<file path="src/rtl/dncs_defs.vh">
// Constants for the drive network control and status register bank.
// Assumes inclusion by bare name from rtl/dncs_top.v.
`ifndef DNCS_DEFS_VH
`define DNCS_DEFS_VH

// ------------------------------------------------------------------------
// Register byte addresses
// ------------------------------------------------------------------------
`define DNCS_ADDR_STATUS2      8'h00
`define DNCS_ADDR_SER_CTRL     8'h04
`define DNCS_ADDR_SER_SPEED    8'h08
`define DNCS_ADDR_FB_CTRL      8'h0C
`define DNCS_ADDR_FB_SPEED     8'h10
`define DNCS_ADDR_ERR_CFG      8'h14
`define DNCS_ADDR_EFFECTIVE    8'h18

// ------------------------------------------------------------------------
// Control word fields
// ------------------------------------------------------------------------
`define DNCS_CW_RAMP_EN        0
`define DNCS_CW_GEN_EN         1
`define DNCS_CW_RUN_FWD        2
`define DNCS_CW_INCH_EN        3
`define DNCS_CW_REMOTE         4
`define DNCS_CW_RAMP2          5
`define DNCS_CW_FAULT_RST      7
`define DNCS_CW_MASK           16'h00BF
`define DNCS_CW_RESET          16'h0000
`define DNCS_SPEED_RESET       16'h0000
`define DNCS_SPEED_RATED       16'h2000

// ------------------------------------------------------------------------
// Status word two fields
// ------------------------------------------------------------------------
`define DNCS_SW_DC_EXT         2
`define DNCS_SW_ENERGY         3
`define DNCS_SW_FS_RED         4
`define DNCS_SW_DECEL          6
`define DNCS_SW_ACCEL          7
`define DNCS_SW_FROZEN         8
`define DNCS_SW_SETPOINT       9
`define DNCS_SW_DC_REG         10
`define DNCS_SW_50HZ           11
`define DNCS_SW_RIDE           12
`define DNCS_SW_FLYING         13
`define DNCS_SW_DC_BRAKE       14
`define DNCS_SW_PWM            15

// ------------------------------------------------------------------------
// Error action codes
// ------------------------------------------------------------------------
`define DNCS_ACT_INACTIVE      3'h0
`define DNCS_ACT_RAMP_STOP     3'h1
`define DNCS_ACT_GEN_DISABLE   3'h2
`define DNCS_ACT_GO_LOCAL      3'h3
`define DNCS_ACT_LOCAL_KEEP    3'h4
`define DNCS_ACT_FAULT         3'h5
`define DNCS_ACT_RESET         3'h1

// ------------------------------------------------------------------------
// AXI responses
// ------------------------------------------------------------------------
`define DNCS_RESP_OKAY         2'h0
`define DNCS_RESP_SLVERR       2'h2

`endif

</file>
<file path="src/rtl/dncs_top.v">
// Network control and status register bank of a motor drive.
// Assumes an AXI4-Lite master on aclk and drive logic supplying status.
//
// Functional notes
// Status bit 3 shows energy saving, bit 4 frequency reduction.
// Status bit 8 set while ramp trajectory is frozen.
// Status bit 9 set once output frequency reached reference.
// Status bit 11 is 1 for 50 Hz defaults, 0 for 60 Hz.
// Status bits 12, 13, 14: ride-through, flying start, DC braking.
// Status bit 15 shows output modulation pulses enabled.
// Status bit 2 extended DC link, bit 10 DC link regulation.
// Operator selects communication error action; default is ramp stop.
// Serial timeout alarm or fault triggers the selected error action.
// Error action writes control bits; fault action always blocks drive. Code skips the action on a control word written in the same cycle.
// Each interface writes only its own control word; all may read. Code gives the fieldbus port no read path; only the AXI bus reads.
// Control bit 0: 0 ramps to stop, 1 accelerates to reference.
// Control bit 1: 0 disables drive completely, 1 enables it.
// Control bit 2: 1 follows reference direction, 0 reverses.
// Control bit 3 enables inching, bit 4 selects remote mode.
// Control bit 5 selects second ramp time pair.
// Control bit 7 resets active fault; bits 6, 8-15 reserved.
// Speed reference signed 16 bits; 2000h equals rated frequency.
// Speed reference written only by its interface; used when selected.
// Effective direction combines control bit 2 with reference sign.
// Status bit 6 decelerating, bit 7 accelerating on the ramp.
// Reserved control and status bits read zero, ignore writes.
`timescale 1ns/100ps
`include "dncs_defs.vh"
`default_nettype none

module dncs_top (
  input  wire        aclk,
  input  wire        aresetn,
  input  wire [7:0]  s_axi_awaddr,
  input  wire        s_axi_awvalid,
  output wire        s_axi_awready,
  input  wire [31:0] s_axi_wdata,
  input  wire [3:0]  s_axi_wstrb,
  input  wire        s_axi_wvalid,
  output wire        s_axi_wready,
  output wire [1:0]  s_axi_bresp,
  output wire        s_axi_bvalid,
  input  wire        s_axi_bready,
  input  wire [7:0]  s_axi_araddr,
  input  wire        s_axi_arvalid,
  output wire        s_axi_arready,
  output wire [31:0] s_axi_rdata,
  output wire [1:0]  s_axi_rresp,
  output wire        s_axi_rvalid,
  input  wire        s_axi_rready,
  input  wire        fb_wr_en,
  input  wire        fb_wr_sel_speed,
  input  wire [15:0] fb_wr_data,
  input  wire        net_is_cmd_source,
  input  wire        net_is_speed_source,
  input  wire        net_sel_fieldbus,
  input  wire        comm_timeout_alarm,
  input  wire        comm_timeout_fault,
  input  wire        dc_ext_active,
  input  wire        energy_saving_active,
  input  wire        output_frequency_reduction,
  input  wire        ramp_decelerating,
  input  wire        ramp_accelerating,
  input  wire        ramp_frozen,
  input  wire        setpoint_reached,
  input  wire        dc_reg_active,
  input  wire        defaults_50hz,
  input  wire        ride_through_active,
  input  wire        flying_start_active,
  input  wire        dc_brake_active,
  input  wire        pwm_pulses_enabled,
  output reg         cmd_ramp_enable,
  output reg         cmd_general_enable,
  output reg         cmd_run_forward,
  output reg         cmd_inch_function,
  output reg         cmd_remote,
  output reg         cmd_second_ramp,
  output reg         cmd_fault_reset,
  output reg         cmd_force_fault,
  output reg  [15:0] eff_speed_magnitude,
  output reg         eff_forward,
  output reg         eff_speed_valid
);

  // ----------------------------------------------------------------------
  // Register storage
  // ----------------------------------------------------------------------
  reg [15:0] ser_ctrl_ff;
  reg [15:0] ser_speed_ff;
  reg [15:0] fb_ctrl_ff;
  reg [15:0] fb_speed_ff;
  reg [2:0]  err_action_ff;
  reg [15:0] status2_ff;
  reg        comm_err_ff;

  // ----------------------------------------------------------------------
  // AXI4-Lite write channel
  // ----------------------------------------------------------------------
  reg        aw_held_ff;
  reg [7:0]  aw_addr_ff;
  reg        w_held_ff;
  reg [31:0] w_data_ff;
  reg [3:0]  w_strb_ff;
  reg        bvalid_ff;
  reg [1:0]  bresp_ff;

  assign s_axi_awready = !aw_held_ff && !bvalid_ff;
  assign s_axi_wready  = !w_held_ff && !bvalid_ff;
  assign s_axi_bvalid  = bvalid_ff;
  assign s_axi_bresp   = bresp_ff;

  wire       aw_now   = s_axi_awvalid && s_axi_awready;
  wire       w_now    = s_axi_wvalid && s_axi_wready;
  wire       aw_have  = aw_held_ff || aw_now;
  wire       w_have   = w_held_ff || w_now;
  wire       wr_fire  = aw_have && w_have && !bvalid_ff;
  wire [7:0] wr_addr  = aw_held_ff ? aw_addr_ff : s_axi_awaddr;
  wire [31:0] wr_data = w_held_ff ? w_data_ff : s_axi_wdata;
  wire [3:0] wr_strb  = w_held_ff ? w_strb_ff : s_axi_wstrb;

  // Byte-lane merge of the low halfword
  function [15:0] dncs_merge;
    input [15:0] old_v;
    input [15:0] new_v;
    input [1:0]  strb;
    begin
      dncs_merge = {strb[1] ? new_v[15:8] : old_v[15:8],
                    strb[0] ? new_v[7:0]  : old_v[7:0]};
    end
  endfunction

  reg wr_ser_ctrl;
  reg wr_ser_speed;
  reg wr_err_cfg;
  reg wr_ok;
  always @* begin
    wr_ser_ctrl  = 1'b0;
    wr_ser_speed = 1'b0;
    wr_err_cfg   = 1'b0;
    wr_ok        = 1'b1;
    // Only the serial side writes through this bus
    if (wr_addr == `DNCS_ADDR_SER_CTRL) begin
      wr_ser_ctrl = 1'b1;
    end else if (wr_addr == `DNCS_ADDR_SER_SPEED) begin
      wr_ser_speed = 1'b1;
    end else if (wr_addr == `DNCS_ADDR_ERR_CFG) begin
      wr_err_cfg = 1'b1;
    end else if (wr_addr == `DNCS_ADDR_STATUS2 ||
                 wr_addr == `DNCS_ADDR_FB_CTRL ||
                 wr_addr == `DNCS_ADDR_FB_SPEED ||
                 wr_addr == `DNCS_ADDR_EFFECTIVE) begin
      wr_ok = 1'b1;
    end else begin
      wr_ok = 1'b0;
    end
  end

  always @(posedge aclk) begin
    if (!aresetn) begin
      aw_held_ff <= 1'b0;
      aw_addr_ff <= 8'h00;
      w_held_ff  <= 1'b0;
      w_data_ff  <= 32'h00000000;
      w_strb_ff  <= 4'h0;
      bvalid_ff  <= 1'b0;
      bresp_ff   <= `DNCS_RESP_OKAY;
    end else begin
      if (wr_fire) begin
        aw_held_ff <= 1'b0;
        w_held_ff  <= 1'b0;
        bvalid_ff  <= 1'b1;
        bresp_ff   <= wr_ok ? `DNCS_RESP_OKAY : `DNCS_RESP_SLVERR;
      end else begin
        if (aw_now) begin
          aw_held_ff <= 1'b1;
          aw_addr_ff <= s_axi_awaddr;
        end
        if (w_now) begin
          w_held_ff <= 1'b1;
          w_data_ff <= s_axi_wdata;
          w_strb_ff <= s_axi_wstrb;
        end
        if (bvalid_ff && s_axi_bready) begin
          bvalid_ff <= 1'b0;
        end
      end
    end
  end

  // ----------------------------------------------------------------------
  // Communication error detection and action
  // ----------------------------------------------------------------------
  wire comm_err = comm_timeout_alarm || comm_timeout_fault;
  wire err_rise = comm_err && !comm_err_ff;

  // Control word with error action forced into it
  function [15:0] dncs_apply_action;
    input [15:0] cw;
    input [2:0]  act;
    reg   [15:0] r;
    begin
      r = cw;
      case (act)
        `DNCS_ACT_RAMP_STOP: begin
          r[`DNCS_CW_RAMP_EN] = 1'b0;
        end
        `DNCS_ACT_GEN_DISABLE: begin
          r[`DNCS_CW_GEN_EN] = 1'b0;
        end
        `DNCS_ACT_GO_LOCAL: begin
          r[`DNCS_CW_REMOTE] = 1'b0;
        end
        `DNCS_ACT_LOCAL_KEEP: begin
          r[`DNCS_CW_REMOTE] = 1'b0;
        end
        default: begin
          r = cw;
        end
      endcase
      dncs_apply_action = r & `DNCS_CW_MASK;
    end
  endfunction

  // ----------------------------------------------------------------------
  // Network registers
  // ----------------------------------------------------------------------
  always @(posedge aclk) begin
    if (!aresetn) begin
      ser_ctrl_ff   <= `DNCS_CW_RESET;
      ser_speed_ff  <= `DNCS_SPEED_RESET;
      fb_ctrl_ff    <= `DNCS_CW_RESET;
      fb_speed_ff   <= `DNCS_SPEED_RESET;
      err_action_ff <= `DNCS_ACT_RESET;
      comm_err_ff   <= 1'b0;
    end else begin
      comm_err_ff <= comm_err;
      if (wr_fire && wr_ser_ctrl) begin
        ser_ctrl_ff <= dncs_merge(ser_ctrl_ff, wr_data[15:0],
                                  wr_strb[1:0]) & `DNCS_CW_MASK;
      end else if (err_rise) begin
        ser_ctrl_ff <= dncs_apply_action(ser_ctrl_ff, err_action_ff);
      end
      if (wr_fire && wr_ser_speed) begin
        ser_speed_ff <= dncs_merge(ser_speed_ff, wr_data[15:0],
                                   wr_strb[1:0]);
      end
      if (fb_wr_en && !fb_wr_sel_speed) begin
        fb_ctrl_ff <= fb_wr_data & `DNCS_CW_MASK;
      end else if (err_rise) begin
        fb_ctrl_ff <= dncs_apply_action(fb_ctrl_ff, err_action_ff);
      end
      if (fb_wr_en && fb_wr_sel_speed) begin
        fb_speed_ff <= fb_wr_data;
      end
      if (wr_fire && wr_err_cfg && wr_strb[0] &&
          wr_data[2:0] <= `DNCS_ACT_FAULT) begin
        err_action_ff <= wr_data[2:0];
      end
    end
  end

  // ----------------------------------------------------------------------
  // Secondary status word
  // ----------------------------------------------------------------------
  reg [15:0] nxt_status2;
  always @* begin
    nxt_status2 = 16'h0000;
    nxt_status2[`DNCS_SW_DC_EXT]   = dc_ext_active;
    nxt_status2[`DNCS_SW_ENERGY]   = energy_saving_active;
    nxt_status2[`DNCS_SW_FS_RED]   = output_frequency_reduction;
    nxt_status2[`DNCS_SW_DECEL]    = ramp_decelerating;
    nxt_status2[`DNCS_SW_ACCEL]    = ramp_accelerating;
    nxt_status2[`DNCS_SW_FROZEN]   = ramp_frozen;
    nxt_status2[`DNCS_SW_SETPOINT] = setpoint_reached;
    nxt_status2[`DNCS_SW_DC_REG]   = dc_reg_active;
    nxt_status2[`DNCS_SW_50HZ]     = defaults_50hz;
    nxt_status2[`DNCS_SW_RIDE]     = ride_through_active;
    nxt_status2[`DNCS_SW_FLYING]   = flying_start_active;
    nxt_status2[`DNCS_SW_DC_BRAKE] = dc_brake_active;
    nxt_status2[`DNCS_SW_PWM]      = pwm_pulses_enabled;
  end

  always @(posedge aclk) begin
    if (!aresetn) begin
      status2_ff <= 16'h0000;
    end else begin
      status2_ff <= nxt_status2;
    end
  end

  // ----------------------------------------------------------------------
  // Drive command outputs
  // ----------------------------------------------------------------------
  wire [15:0] act_cw    = net_sel_fieldbus ? fb_ctrl_ff : ser_ctrl_ff;
  wire [15:0] act_speed = net_sel_fieldbus ? fb_speed_ff : ser_speed_ff;
  wire        neg_ref   = act_speed[15];
  wire [15:0] abs_speed = neg_ref ? (16'h0000 - act_speed) : act_speed;

  always @(posedge aclk) begin
    if (!aresetn) begin
      cmd_ramp_enable     <= 1'b0;
      cmd_general_enable  <= 1'b0;
      cmd_run_forward     <= 1'b0;
      cmd_inch_function   <= 1'b0;
      cmd_remote          <= 1'b0;
      cmd_second_ramp     <= 1'b0;
      cmd_fault_reset     <= 1'b0;
      cmd_force_fault     <= 1'b0;
      eff_speed_magnitude <= 16'h0000;
      eff_forward         <= 1'b0;
      eff_speed_valid     <= 1'b0;
    end else begin
      // Commands apply only when the network is the command source
      cmd_ramp_enable    <= net_is_cmd_source &&
                            act_cw[`DNCS_CW_RAMP_EN];
      cmd_general_enable <= net_is_cmd_source &&
                            act_cw[`DNCS_CW_GEN_EN];
      cmd_run_forward    <= net_is_cmd_source &&
                            act_cw[`DNCS_CW_RUN_FWD];
      cmd_inch_function  <= net_is_cmd_source &&
                            act_cw[`DNCS_CW_INCH_EN];
      cmd_remote         <= net_is_cmd_source &&
                            act_cw[`DNCS_CW_REMOTE];
      cmd_second_ramp    <= net_is_cmd_source &&
                            act_cw[`DNCS_CW_RAMP2];
      cmd_fault_reset    <= net_is_cmd_source &&
                            act_cw[`DNCS_CW_FAULT_RST];
      // Fault action blocks the drive regardless of source
      if (err_rise && err_action_ff == `DNCS_ACT_FAULT) begin
        cmd_force_fault <= 1'b1;
      end else if (net_is_cmd_source && act_cw[`DNCS_CW_FAULT_RST]) begin
        cmd_force_fault <= 1'b0;
      end
      eff_speed_magnitude <= abs_speed;
      eff_forward         <= act_cw[`DNCS_CW_RUN_FWD] ^ neg_ref;
      eff_speed_valid     <= net_is_speed_source;
    end
  end

  // ----------------------------------------------------------------------
  // AXI4-Lite read channel
  // ----------------------------------------------------------------------
  reg        rvalid_ff;
  reg [31:0] rdata_ff;
  reg [1:0]  rresp_ff;
  reg [31:0] nxt_rdata;
  reg [1:0]  nxt_rresp;

  assign s_axi_arready = !rvalid_ff;
  assign s_axi_rvalid  = rvalid_ff;
  assign s_axi_rdata   = rdata_ff;
  assign s_axi_rresp   = rresp_ff;

  always @* begin
    nxt_rdata = 32'h00000000;
    nxt_rresp = `DNCS_RESP_OKAY;
    if (s_axi_araddr == `DNCS_ADDR_STATUS2) begin
      nxt_rdata[15:0] = status2_ff;
    end else if (s_axi_araddr == `DNCS_ADDR_SER_CTRL) begin
      nxt_rdata[15:0] = ser_ctrl_ff;
    end else if (s_axi_araddr == `DNCS_ADDR_SER_SPEED) begin
      nxt_rdata[15:0] = ser_speed_ff;
    end else if (s_axi_araddr == `DNCS_ADDR_FB_CTRL) begin
      nxt_rdata[15:0] = fb_ctrl_ff;
    end else if (s_axi_araddr == `DNCS_ADDR_FB_SPEED) begin
      nxt_rdata[15:0] = fb_speed_ff;
    end else if (s_axi_araddr == `DNCS_ADDR_ERR_CFG) begin
      nxt_rdata[2:0] = err_action_ff;
    end else if (s_axi_araddr == `DNCS_ADDR_EFFECTIVE) begin
      nxt_rdata[2:0] = {cmd_force_fault, eff_speed_valid, eff_forward};
    end else begin
      nxt_rresp = `DNCS_RESP_SLVERR;
    end
  end

  always @(posedge aclk) begin
    if (!aresetn) begin
      rvalid_ff <= 1'b0;
      rdata_ff  <= 32'h00000000;
      rresp_ff  <= `DNCS_RESP_OKAY;
    end else if (s_axi_arvalid && !rvalid_ff) begin
      rvalid_ff <= 1'b1;
      rdata_ff  <= nxt_rdata;
      rresp_ff  <= nxt_rresp;
    end else if (rvalid_ff && s_axi_rready) begin
      rvalid_ff <= 1'b0;
    end
  end

endmodule

`default_nettype wire

</file>
<file path="config.mk">
export PLATFORM = sky130hd
export DESIGN_NAME = dncs_top
export DESIGN_NICKNAME = d
export VERILOG_FILES = /design/src/rtl/dncs_top.v
export VERILOG_INCLUDE_DIRS = /design/src /design/src/rtl
export SDC_FILE = /design/constraint.sdc
export NUM_CORES = 1
export LEC_CHECK = 0
export ABC_AREA = 0
export ABC_CLOCK_PERIOD_IN_PS = 3200
export BUFFER_PORTS_ARGS = -buffer_cell sky130_fd_sc_hd__buf_4
export CAP_MARGIN = 20
export CELL_PAD_IN_SITES_DETAIL_PLACEMENT = 1
export CELL_PAD_IN_SITES_GLOBAL_PLACEMENT = 1
export CORE_UTILIZATION = 30
export DETAILED_ROUTE_END_ITERATION = 10
export GPL_ROUTABILITY_DRIVEN = 0
export PLACE_DENSITY = 0.7
export SLEW_MARGIN = 0
export SYNTH_ARGS = -nofsm -noshare
export SYNTH_HDL_FRONTEND = slang
export SYNTH_SLANG_ARGS = --single-unit
export TNS_END_PERCENT = 20
</file>
<file path="constraint.sdc">
create_clock -name aclk -period 3.2 [get_ports aclk]
set_clock_uncertainty 0.2 [all_clocks]
set_input_delay 0.48 -clock aclk [delete_from_list [all_inputs] [get_ports aclk]]
set_output_delay 0.48 -clock aclk [all_outputs]
set_load 0.005 [all_outputs]
</file>
==> run_results.csv, run 1 <==
group,metric,value,unit
global_route,gr-max-usage-layer,"met2",
global_route,grt_pass1_vias,5879,
final_layout,diodes,0,
cts,cts_resized,0,
global_route,antenna_found_initial,0,
setup_path,path_class,"reg -> reg",
synthesis,synthFlopType,"dfxtp_1",
run,cap_viol_max_count,0,
sta,drv_slew,0,
min_path,hold_path.class,"in -> reg",
detailed_routing,viasPerCell,5.06,
placement,port_buffers,125,
setup_path,endpoint_kind,"flop",
global_route,grt_max_degree,69,
die,die_h,150,microns
power,leakage,3.34,nW
setup_path,crit_arrival,2630,ps
power,peakVddDrop,0.313,mV
sta,setup_violations,0,
detailed_routing,drtPass1Iterations,5,
setup_path,crit_fanout,16,
placement,dp_slack,383,ps
sta,relSlewSlack,0.459,
detailed_routing,drt-total-wl,19900,microns
cts,htree_levels,4,
setup_path,worstSetupStartpointType,"flop",
global_route,grt_overflow,0,
die,ios,162,
synthesis,synth_cells,753,
synthesis,syn_avg_cell_area,8.68,sq um
global_route,met2_usage,0.315,
final_layout,final_cell_mix,"buf_4, dfxtp_1, nand2_1, a21boi_0, o21ai_0",
final_layout,layout_commonest_cell,"buf_4",
detailed_routing,drt_iter0_drc,296,
synthesis,synth.area.top_cells,"dfxtp_1, nand2_1, mux2i_1, a21boi_0, o21ai_0",
power,internal_power,3.45,mW
setup_path,worstPathCellList,"nor4b_1 -> o22a_1 -> nand4_1 -> nand3_1 -> o21ai_0",
final_layout,area_delta_synth_final,27.2,%
cts,clock-sinks,137,
setup_path,cpPeakStageDelay,650,ps
synthesis,synth_cell_types,69,
power,combPwrFrac,0.110,
synthesis,synth-seq-cells,137,
sta,max_freq,390,MHz
sta,fin_crit,2560,ps
synthesis,async_reset_ff_frac,0,
cts,clock-root-buffer,"clkbuf_16",
detailed_routing,ant_nets,0,
final_layout,nets,961,
cts,cts_made_buffers,17,
cts,post_cts_buffers,0,
detailed_routing,num_vias,5836,
die,rows,53,
global_route,use_met3,0.0384,
synthesis,yosysTopAreaCell,"dfxtp_1",
power,power_switching,1.04,mW
final_layout,drive_gt1_frac,0.231,
placement,dp_hpwl,14700,microns
power,power_density,540,mW/mm^2
cts,insertion_delay,420,ps
detailed_routing,wl_per_cell,17.3,microns
detailed_routing,drcViolationCount,0,
sta,hold_violations,0,
run_status,status,"finished, final reports clean",
cts,cts_tree,"yes",
die,coreArea,0.0212,sq mm
sta,final_min_period_over_clock_period,0.800,
power,seq_power_share,0.406,
sta,worst_pin_slew,812,ps
die,fp.dieW,150,microns
global_route,grtUsageTotal,0.184,
setup_path,worst_path_max_delay_cell,"dfxtp_1",
sta,rsz0062_at_grt,"no",
die,die_area,0.0224,sq mm
cts,clkTransAtPathRegs,60,ps
synthesis,synth_area,0.00654,sq mm
die,start_util,0.308,
cts,postCtsHoldBufs,0,
power,clkPwrFrac,0.484,
global_route,met1_usage,0.231,
sta,worst_slack,639,ps
synthesis,yosysWarnings,0,
power,switching_share,0.232,
setup_path,required,3270,ps
global_route,grt_pass1_wl,31600,microns
synthesis,synth_top_area_frac,0.420,
synthesis,synth_edf_count,0,
cts,cts.path.max_buffers,2,
sta,fin_tns_setup,0,ps
synthesis,synth-seq-area-share,0.420,
==> cell type report <==
type                       count  area (sq um)
clock buffer                  24           482
clock inverter                 8           165
fill                        2498         12900
inverter                      15          56.3
multi-input combinational    554          3480
sequential                   137          2740
tap                          275           344
timing repair buffer         140          1050
==> path summary, 6_finish.rpt <==
path	end	from	cells past startpoint	slack (ps)
worst max-delay path	ser_speed_ff[5]	aw_held_ff	5	640
worst min-delay path	status2_ff[8]	ramp_frozen	2	60
worst max register to register	ser_speed_ff[5]	aw_held_ff	5	640
worst min register to register	w_data_ff[13]	w_data_ff[13]	2	260
==> Yosys cell counts (2+ instances only) <==
master	instances
a32o_1	2
o211ai_1	4
buf_1	5
and3_1	4
nand2_1	108
nor2b_1	17
xor2_1	4
o22ai_1	5
or3_1	7
a21boi_0	42
or4b_1	2
nor3_1	16
mux2i_1	32
xnor2_1	5
buf_2	5
nand2b_1	5
and3b_1	2
o211a_1	2
and2_1	24
a22o_1	9
o22a_1	2
or3b_2	2
clkbuf_1	34
nor4_1	3
nand3b_1	4
o21a_1	5
a21oi_1	23
a221oi_1	9
a2111oi_0	2
nand4_1	6
nor2_1	32
nand3_1	31
o221a_2	8
a31oi_1	10
mux2_2	13
a21o_1	6
o21ai_0	41
dfxtp_1	137
nor3b_1	23
inv_1	15
buf_4	19
==> power groups by stage <==
stage	clock [mW]	combinational [mW]	sequential [mW]
after floorplan	0	0.309	1.84
after global placement	0	0.485	1.86
after detailed placement	0	0.494	1.86
after CTS	2.22	0.500	1.82
after global routing	2.30	0.549	1.83
final	2.17	0.494	1.82
==> worst max-delay path: cells and delay by family (launching register included) <==
| family | cells | cell delay (ps) |
|---|---|---|
| flip-flops | 1 | 650 |
| AND/OR/NAND/NOR | 3 | 1120 |
| AO/OA/AOI/OAI | 2 | 440 |
==> state kept, by name, indices dropped and copies added, names as in the netlist, 2 cells and up <==
| name | count |
|---|---|
| status2_ff | 13 |
| aw_addr_ff | 8 |
| s_axi_rdata | 16 |
| w_data_ff | 16 |
| ser_speed_ff | 16 |
| err_action_ff | 3 |
| fb_speed_ff | 16 |
| fb_ctrl_ff | 7 |
| ser_ctrl_ff | 7 |
| eff_speed_magnitude | 16 |
| w_strb_ff | 2 |
==> through the flow <==
step / area (sq um) / power, mW / util / hold WS [ps] / instances
finish: 8320 / 4.49 / 0.392 / 60.4 / 1153
global route: 8320 / 4.68 / 0.392 / 46.7 / 1153
CTS: 8320 / 4.54 / 0.392 / 45.5 / 1153
detailed placement: 7670 / 2.35 / 0.361 / 256 / 1121
global placement: 7670 / 2.34 / 0.361 / 246 / 1121
floorplan: 6600 / 2.15 / - / 240 / 770
==> cells by family (layout without fill, tap and decap cells) <==
family	count (synthesis)	in the layout	synth area share
simple gates	299	299	0.240
compound gates	182	182	0.196
flops	137	137	0.420
buf+inv	79	187	0.0584
mux	45	45	0.0714
xor+xnor	9	9	0.0121
fa+ha+maj	1	1	0.00191
other cells	1	18	0.000574
==> metal layers <==
metal / share of wire / vias up
met3: 0.044 / 16
met1: 0.44 / 2813
li1: - / 2878
met2: 0.50 / 129
met4: 0.011 / 0
met5: 0 / -
Note: power is estimated with default switching activity, not from simulation.
==> run 2, diff against run 1 <==
--- a/config.mk
+++ b/config.mk
@@ -7,7 +7,7 @@
 export NUM_CORES = 1
 export LEC_CHECK = 0
 export ABC_AREA = 0
-export ABC_CLOCK_PERIOD_IN_PS = 3200
+export ABC_CLOCK_PERIOD_IN_PS = 2410
 export BUFFER_PORTS_ARGS = -buffer_cell sky130_fd_sc_hd__buf_4
 export CAP_MARGIN = 20
 export CELL_PAD_IN_SITES_DETAIL_PLACEMENT = 1
@@ -15,7 +15,7 @@
 export CORE_UTILIZATION = 30
 export DETAILED_ROUTE_END_ITERATION = 10
 export GPL_ROUTABILITY_DRIVEN = 0
-export PLACE_DENSITY = 0.7
+export PLACE_DENSITY = 0.67
 export SLEW_MARGIN = 0
 export SYNTH_ARGS = -nofsm -noshare
 export SYNTH_HDL_FRONTEND = slang
==> constraint.sdc (replaced) <==
create_clock -name aclk -period 2.41 [get_ports aclk]
set_clock_uncertainty 0.2 [all_clocks]
set_input_delay 0.3615 -clock aclk [delete_from_list [all_inputs] [get_ports aclk]]
set_output_delay 0.3615 -clock aclk [all_outputs]
set_load 0.005 [all_outputs]
==> run 2 against run 1 <==
  * Highest routed layer unchanged
  * Setup slack worse by 570 ps
  * Largest power group unchanged
  * Sequential share of layout area is 1.8 points lower
  * Maximum frequency rose by 9.5%
  * Cell area is 5.8% higher
==> run_results.csv, run 2 (synthesized netlist as in run 1, its figures left out) <==
group,metric,value,unit
sta,final_min_period_over_clock_period,0.971,
setup_path,worstSetupStartpointType,"flop",
detailed_routing,drtPass1Iterations,5,
setup_path,required,2530,ps
setup_path,cpPeakStageDelay,400,ps
detailed_routing,drt_iter0_drc,282,
cts,cts.path.max_buffers,2,
detailed_routing,viasPerCell,5.05,
final_layout,area_delta_synth_final,34.7,%
final_layout,multi_input_area,0.00350,sq mm
min_path,hold_path.class,"in -> reg",
sta,worst_pin_slew,675,ps
detailed_routing,ant_nets,0,
sta,rsz0062_at_grt,"no",
global_route,grtUsageTotal,0.190,
power,peakVddDrop,0.421,mV
run,cap_viol_max_count,0,
final_layout,finalNonFillerCells,1206,
detailed_routing,wl_per_cell,17.2,microns
global_route,antenna_found_initial,0,
global_route,grt_overflow,0,
setup_path,worst_path_max_delay_cell,"o31ai_1",
cts,post_cts_buffers,0,
die,rows,53,
final_layout,fillers,2498,
die,ios,162,
power,leakage,3.56,nW
placement,port_buffers,125,
die,coreArea,0.0212,sq mm
setup_path,crit_arrival,2460,ps
sta,relSlewSlack,0.549,
cts,cts_tree,"yes",
sta,fin_crit,2340,ps
global_route,grt_pass1_wl,32400,microns
setup_path,r2r_slack,70,ps
die,die_h,150,microns
sta,hold_violations,0,
placement,dp_hpwl,15100,microns
cts,insertion_delay,430,ps
setup_path,crit_fanout,4,
setup_path,path_delay_family,"compound AO/OA/AOI/OAI gates",
setup_path,worstPathCellList,"mux2i_1 -> ha_2 -> nor4b_4 -> o221ai_2 -> o31ai_1 -> xor2_1 -> and2_1",
setup_path,endpoint_kind,"flop",
sta,max_freq,428,MHz
setup_path,critPathBufInv,0,
power,power,5.86,mW
power,power_density,666,mW/mm^2
setup_path,path_class,"reg -> reg",
cts,htree_levels,4,
sta,drv_slew,0,
cts,cts_made_buffers,17,
final_layout,diodes,0,
global_route,grt_pass1_vias,6039,
detailed_routing,num_vias,6092,
sta,fin_tns_setup,0,ps
die,start_util,0.308,
final_layout,ff_latch_area,0.00274,sq mm
final_layout,final_cell_mix,"buf_4, dfxtp_1, nand2_1, a21boi_0, o21ai_0",
global_route,grt_max_degree,38,
cts,clkTransAtPathRegs,60,ps
final_layout,drive_gt1_frac,0.245,
cts,clock-root-buffer,"clkbuf_16",
final_layout,nets,1014,
sta,setup_violations,0,
placement,dp_cells,1139,
cts,clock-sinks,137,
run_status,status,"finished, final reports clean",
final_layout,layout_commonest_cell,"buf_4",
detailed_routing,drcViolationCount,0,
die,fp.dieW,150,microns
detailed_routing,drt-total-wl,20700,microns
die,die_area,0.0224,sq mm
## run 2: cell type report
type / instances / area share
timing repair buffer: 193 / 0.176
clock inverter: 13 / 0.0189
tap: 275 / 0.0391
inverter: 15 / 0.00640
multi-input combinational: 554 / 0.398
sequential: 137 / 0.312
clock buffer: 19 / 0.0503
## run 2: what timing repair did
action                     4_1_cts  5_1_grt
gates resized for setup          0        2
hold endpoints to repair        33        0
setup endpoints to repair        0        3
hold buffers                    35        0
## run 2: power breakdown
part | internal, mW | leakage, nW | switching, mW
clock | 1.66 | 0.291 | 1.05
sequential | 2.35 | 1.12 | 0.0682
combinational | 0.364 | 2.15 | 0.366
## run 2: worst min-delay path, stage by stage
cell and delay, ps:
buf_4 110, nand2_1 50, a21boi_0 70
## run 2: through the flow
stage,setup WS (ps),hold slack (ps),instance area [sq um],util
4_1_cts,119,0.276,8800,0.415
3_5_place_dp,-57.9,257,7840,0.369
3_3_place_gp,35.8,245,7840,0.369
5_1_grt,19.3,19.9,8800,0.415
6_report,70.9,6.11,8800,0.415
2_1_floorplan,-142,240,6650,-
## run 2: path summary, 6_finish.rpt
| check | depth (start not counted) | end | startpoint |
|---|---|---|---|
| max reg2reg | 7 | eff_speed_magnitude[12] | ser_speed_ff[0] |
| min reg2reg | 2 | w_data_ff[5] | w_data_ff[5] |
| max | 7 | eff_speed_magnitude[12] | ser_speed_ff[0] |
| min | 3 | fb_speed_ff[13] | fb_wr_data[13] |
## run 2: per-layer routing
layer	vias up	global-route usage	wire length, microns
li1	2976	-	-
met1	2977	0.237	9230
met2	118	0.329	10400
met3	21	0.0308	771
met4	0	0.0597	284
met5	-	0	0
